$ cat config.mk
export PLATFORM = sky130hd
export DESIGN_NAME = oame_core
export DESIGN_NICKNAME = d
export VERILOG_FILES = /design/src/oame_pkg.sv /design/src/oame_core.sv /design/src/oame_decode.sv
export VERILOG_INCLUDE_DIRS = /design/src
export SDC_FILE = /design/constraint.sdc
export NUM_CORES = 1
export LEC_CHECK = 0
export CELL_PAD_IN_SITES_DETAIL_PLACEMENT = 1
export CELL_PAD_IN_SITES_GLOBAL_PLACEMENT = 1
export CORE_MARGIN = 8
export CORE_UTILIZATION = 45
export CTS_CLUSTER_DIAMETER = 40
export DETAILED_ROUTE_END_ITERATION = 6
export DONT_BUFFER_PORTS = 1
export PLACE_DENSITY = 0.85
export RECOVER_POWER = 50
export SYNTH_ARGS = -nofsm -noshare
export SYNTH_HDL_FRONTEND = slang
export SYNTH_SLANG_ARGS = --single-unit
$ cat constraint.sdc
create_clock -name mclk -period 3.35 [get_ports mclk]
set_clock_uncertainty 0.05 [all_clocks]
set_input_delay 0.335 -clock mclk [delete_from_list [all_inputs] [get_ports mclk]]
set_output_delay 0.335 -clock mclk [all_outputs]
set_load 0.01 [all_outputs]
$ cat src/oame_defs.svh
// Constant definitions for the OR, literal-load and move-file execution block.
`ifndef OAME_DEFS_SVH
`define OAME_DEFS_SVH

// ----------------------------------------------------------------
// Instruction word fields
// ----------------------------------------------------------------
`define OAME_OP_HI        13
`define OAME_OP_LO        8
`define OAME_OP_LIT_HI    13
`define OAME_OP_LIT_LO    10
`define OAME_DEST_BIT     7
`define OAME_ADDR_HI      6
`define OAME_ADDR_LO      0
`define OAME_LIT_HI       7
`define OAME_LIT_LO       0

// ----------------------------------------------------------------
// Opcode patterns
// ----------------------------------------------------------------
`define OAME_OPC_OR_FILE  6'h04
`define OAME_OPC_MOV_FILE 6'h08
`define OAME_OPC_LIT_LOAD 4'hc

// ----------------------------------------------------------------
// Reset values and data constants
// ----------------------------------------------------------------
`define OAME_ACC_RST      8'h00
`define OAME_ZERO_RST     1'b0
`define OAME_BYTE_ZERO    8'h00
`define OAME_DEST_ACC     1'b0

`endif

$ cat src/oame_pkg.sv
// Types shared by the OR, literal-load and move-file execution block.
package oame_pkg;

	// Four phases of one instruction cycle, Gray coded.
	typedef enum logic [1:0]
	{
		OAME_Q1 = 2'b00,
		OAME_Q2 = 2'b01,
		OAME_Q3 = 2'b11,
		OAME_Q4 = 2'b10
	} oame_phase_t;

	// Decoded instruction kind.
	typedef enum logic [1:0]
	{
		OAME_K_NONE = 2'b00,
		OAME_K_OR   = 2'b01,
		OAME_K_LIT  = 2'b10,
		OAME_K_MOV  = 2'b11
	} oame_kind_t;

	// Decoded instruction fields.
	typedef struct packed
	{
		oame_kind_t  kind;
		logic        dest;
		logic [6:0]  addr;
		logic [7:0]  lit;
	} oame_dec_t;

	// Write request towards the register file.
	typedef struct packed
	{
		logic        we;
		logic [6:0]  addr;
		logic [7:0]  data;
	} oame_fwr_t;

endpackage

$ cat src/oame_core.sv
// Four-phase execute unit for OR-with-file, literal load and move-file.
//
// Notes on behaviour
// - OR accumulator with file, update zero
// - Destination bit zero: accumulator; one: file
// - Literal loads accumulator, flags untouched
// - Move file to accumulator or itself
// - Move updates zero for both destinations
// - One word, four phases Q1..Q4
`timescale 1ns/1ps
`include "oame_defs.svh"

module oame_core
#(
	parameter int IW = 14
)
(
	input  wire logic               mclk,
	input  wire logic               sys_rst,
	input  wire logic [IW-1:0]      instr,
	input  wire logic [7:0]         file_rdata,
	output logic [6:0]              file_raddr,
	output oame_pkg::oame_fwr_t     file_wr,
	output logic [7:0]              acc,
	output logic                    zero_flag,
	output oame_pkg::oame_phase_t   phase,
	output logic                    instr_done
);
	import oame_pkg::*;

	// ----------------------------------------------------------------
	// State
	// ----------------------------------------------------------------
	oame_phase_t phase_r;
	oame_phase_t phase_nxt;
	oame_dec_t   dec;
	oame_dec_t   dec_r;
	oame_dec_t   dec_nxt;
	logic [7:0]  opnd_r;
	logic [7:0]  opnd_nxt;
	logic [7:0]  res_r;
	logic [7:0]  res_nxt;
	logic [7:0]  acc_r;
	logic [7:0]  acc_nxt;
	logic        zero_r;
	logic        zero_nxt;
	oame_fwr_t   fwr_r;
	oame_fwr_t   fwr_nxt;

	// ----------------------------------------------------------------
	// Decoder
	// ----------------------------------------------------------------
	oame_decode #(.IW(IW)) u_dec
	(
		.instr (instr),
		.dec   (dec)
	);

	// ----------------------------------------------------------------
	// Phase sequencer and datapath, next values
	// ----------------------------------------------------------------
	// The instruction word is captured in Q1, so the fetch side may change
	// it freely during the other three phases.
	always_comb
	begin
		phase_nxt = phase_r;
		dec_nxt   = dec_r;
		opnd_nxt  = opnd_r;
		res_nxt   = res_r;
		acc_nxt   = acc_r;
		zero_nxt  = zero_r;
		fwr_nxt   = '0;
		case (phase_r)
			OAME_Q1:
			begin
				dec_nxt   = dec;
				phase_nxt = OAME_Q2;
			end
			OAME_Q2:
			begin
				opnd_nxt  = (dec_r.kind == OAME_K_LIT) ? dec_r.lit : file_rdata;
				phase_nxt = OAME_Q3;
			end
			OAME_Q3:
			begin
				case (dec_r.kind)
					OAME_K_OR:  res_nxt = acc_r | opnd_r;
					OAME_K_MOV: res_nxt = opnd_r;
					OAME_K_LIT: res_nxt = opnd_r;
					default:    res_nxt = res_r;
				endcase
				phase_nxt = OAME_Q4;
			end
			OAME_Q4:
			begin
				case (dec_r.kind)
					OAME_K_OR, OAME_K_MOV:
					begin
						if (dec_r.dest == `OAME_DEST_ACC)
							acc_nxt = res_r;
						else
						begin
							fwr_nxt.we   = 1'b1;
							fwr_nxt.addr = dec_r.addr;
							fwr_nxt.data = res_r;
						end
						zero_nxt = (res_r == `OAME_BYTE_ZERO);
					end
					OAME_K_LIT: acc_nxt = res_r;
					default:    acc_nxt = acc_r;
				endcase
				phase_nxt = OAME_Q1;
			end
			default: phase_nxt = OAME_Q1;
		endcase
	end

	// ----------------------------------------------------------------
	// Registers
	// ----------------------------------------------------------------
	always_ff @(posedge mclk)
	begin
		if (sys_rst)
		begin
			phase_r <= OAME_Q1;
			dec_r   <= '0;
			opnd_r  <= `OAME_BYTE_ZERO;
			res_r   <= `OAME_BYTE_ZERO;
			acc_r   <= `OAME_ACC_RST;
			zero_r  <= `OAME_ZERO_RST;
			fwr_r   <= '0;
		end
		else
		begin
			phase_r <= phase_nxt;
			dec_r   <= dec_nxt;
			opnd_r  <= opnd_nxt;
			res_r   <= res_nxt;
			acc_r   <= acc_nxt;
			zero_r  <= zero_nxt;
			fwr_r   <= fwr_nxt;
		end
	end

	// ----------------------------------------------------------------
	// Outputs
	// ----------------------------------------------------------------
	// The read address is the latched field, valid through Q2 onward.
	assign file_raddr = dec_r.addr;
	assign file_wr    = fwr_r;
	assign acc        = acc_r;
	assign zero_flag  = zero_r;
	assign phase      = phase_r;
	assign instr_done = fwr_r.we | (phase_r == OAME_Q1 && !sys_rst);
endmodule

$ cat src/oame_decode.sv
// Instruction word decoder for the OR, literal-load and move-file block.
`timescale 1ns/1ps
`include "oame_defs.svh"

module oame_decode
#(
	parameter int IW = 14
)
(
	input  wire logic [IW-1:0]      instr,
	output oame_pkg::oame_dec_t     dec
);
	import oame_pkg::*;

	// ----------------------------------------------------------------
	// Parameter check
	// ----------------------------------------------------------------
	if (IW != 14)
	begin : g_chk
		$error("oame_decode: instruction width must be 14");
	end

	// ----------------------------------------------------------------
	// Field split and opcode match
	// ----------------------------------------------------------------
	// The two low bits of the literal-load opcode are ignored on purpose.
	always_comb
	begin
		dec.dest = instr[`OAME_DEST_BIT];
		dec.addr = instr[`OAME_ADDR_HI:`OAME_ADDR_LO];
		dec.lit  = instr[`OAME_LIT_HI:`OAME_LIT_LO];
		if (instr[`OAME_OP_HI:`OAME_OP_LO] == `OAME_OPC_OR_FILE)
			dec.kind = OAME_K_OR;
		else if (instr[`OAME_OP_HI:`OAME_OP_LO] == `OAME_OPC_MOV_FILE)
			dec.kind = OAME_K_MOV;
		else if (instr[`OAME_OP_LIT_HI:`OAME_OP_LIT_LO] == `OAME_OPC_LIT_LOAD)
			dec.kind = OAME_K_LIT;
		else
			dec.kind = OAME_K_NONE;
	end

endmodule

==> results.toml <==
[status]
status = "finished clean"

[synthesis]
postSynthCellCount = 202
async_flop_share_pct = 0
netlist_area_um2 = 1957
ys.flop_type = "dfxtp_1"
synth_area_leaders = "dfxtp_1 (54%), mux2i_1 (8.2%), a211oi_1 (6.1%)"
ys_seq_area_share_pct = 54.22
synth_edf_count = 0
synth_top_area_share_pct = 54.22
synth_cell_types = 25
yosysMostFrequentCell = "dfxtp_1"
syn_area_per_cell_um2 = 9.688
ys_ff_latch = 53
yosysTopAreaCell = "dfxtp_1"
synth_fp_nets = 226
synth_commonest_cells = "dfxtp_1 (53), nor2_1 (26), a21oi_1 (20)"
ys.warnings.count = 0

[critical_path]
worst-setup-path-type = "register to primary output"
cp.arrival_ns = 1.47
slowest_delay_ns = 0.43
path_cells = "or2_1 > o21bai_1"
endpoint_kind = "primary output"
crit_required_ns = 2.96
cp-start-kind = "register"
crit_path_max_fanout = 12
slowest_stage = "or2_1"

[floorplanning]
core_area_um2 = 4264
placementRows = 24
start_util_pct = 45.89
die_w_um = 81.95
die_h_um = 81.95
dieArea_um2 = 6715
io_pins = 59

[sta]
period_share_pct = 55.35
tightest_slew_ns = 1.007
fin_crit_ns = 1.854
drv_slew = 0
rsz0062_at_grt = "no"
setup-tns-final_ns = 0
slew_headroom_pct = 32.72
holdWs_ns = 0.03798
hold_viol = 0
setup_viol = 0
fmax_mhz = 539.3

[detailed_routing]
vias = 1311
wire_per_inst_um = 17.21
first_iter_violations = 50
drt_wl_total_mm = 4.199
viasPerCell = 5.373
firstDrtPassIters = 2
drc = 0
ant_nets = 0

[finish]
layout-drive-gt1-share_pct = 4.167
fillCellCount = 485
antenna_cells = 0
nets = 216
fin_area_um2 = 2006
multi_input_area_um2 = 789.5
area_growth_pct = 2.493
ff_latch_area_um2 = 1061

[cts]
cts_sinks = 53
postCtsSetupBuffers = 0
cts_buffer_depth = 2
cts_tree = "done"
cts_hold_buffers = 0
ctsHtreeMaxLevel = 2
postCtsResizedCells = 0
cts.reportedPaths.clkPinSlew_ns = 0.09
cts_root_buf = "clkbuf_8"
clock_latency_ns = 0.30
numCtsBuffers = 5

[global_routing]
antenna_found_initial = 0
grt_max_degree = 40
grt_pass1_vias = 1350
overflow = 0
grtUsageTotal_pct = 13.52
grt_pass1_wl_mm = 7.003

[power]
power_mw = 1.068
powerDensity_nw_per_um2 = 532.3
ir_drop_mv = 0.2727
leakagePower_nw = 0.7546

[min_path]
hold_path.class = "primary input to register"

[placed_design]
portBuffers = 0
post-dp-hpwl_mm = 3.066
postPlaceCellArea_um2 = 1919
place.gp.congestion = 0.7015

[job]
maxCapViolations = 0
[per-stage QoR]
stage               util, %  setup WS [ns]  std cells
floorplan                 -          1.915        202
global placement      45.01          1.558        237
detailed placement    45.01          1.496        237
CTS                   47.04          1.444        244
global route          47.04          1.329        244
finish                47.04          1.496        244
[critical path: cells and delay by family, from the launching register on]
family             cells  cell delay (ns)
DFF                    1             0.41
AOI/OAI and AO/OA      1             0.33
and+or+nand+nor        1             0.43
[layout by cell type, fill, tap and decap left out]
master and instances:
or2_1 1, xor2_1 1, nor3b_2 1, a21oi_4 1, o21bai_1 1, inv_1 1
nor2b_1 2, or3_1 1, clkbuf_1 1, a21oi_1 20, o211a_1 1, a211oi_1 16
and2_1 15, mux2i_1 16, nor2_1 26, clkbuf_8 6, and3b_1 1, nor4_1 3
nand3b_1 2, nand2_1 19, nand2b_1 3, nand3_1 1, dfxtp_1 53
[power breakdown]
group	total, mW	internal [mW]	leakage (nW)	switching [mW]
clock network	0.354	0.164	0.0443	0.190
logic	0.0483	0.0204	0.280	0.0278
registers	0.666	0.646	0.431	0.0191
total	1.07	0.831	0.755	0.236
[state kept, by name, indices dropped and copies added, names as in the netlist]
register and count:
file_raddr 6, opnd_r 8, acc 8, file_wr 16, dec_r 4, phase 2
zero_flag 1, res_r 8
[layout make-up]
cell class | instances | area share (%)
Multi-Input combinational cell | 131 | 39.36
Inverter | 1 | 0.1871
Tap cell | 52 | 3.244
Sequential cell | 53 | 52.90
Clock buffer | 7 | 4.304
[cells by family after synthesis]
group                     after synthesis  share of synthesized area [%]
and+or+nand+nor                        75                          18.73
DFF                                    53                          54.22
AOI/OAI and AO/OA                      39                          12.98
buffers and inverters                  18                          5.435
muxes                                  16                          8.184
xor gates and xnor gates                1                         0.4477
[layer usage]
metal / vias up / share of wire (%) / track usage [%]
li1: 664 / - / -
met1: 590 / 45 / 16.02
met2: 51 / 41 / 19.89
met3: 6 / 13 / 8.206
met4: 0 / 1.2 / 4.211
met5: - / 0 / 0
[path summary, 6_finish.rpt]
| kind | startpoint | endpoint | slack, ns | cells past startpoint |
|---|---|---|---|---|
| worst max-delay path | phase[1] | instr_done | 1.50 | 2 |
| worst min-delay path | sys_rst | dec_r[6] | 0.04 | 1 |
| worst max register to register | phase[0] | opnd_r[4] | 1.52 | 3 |
| worst min register to register | dec_r[15] | dec_r[15] | 0.45 | 2 |
(Power assumes the default switching activity.)
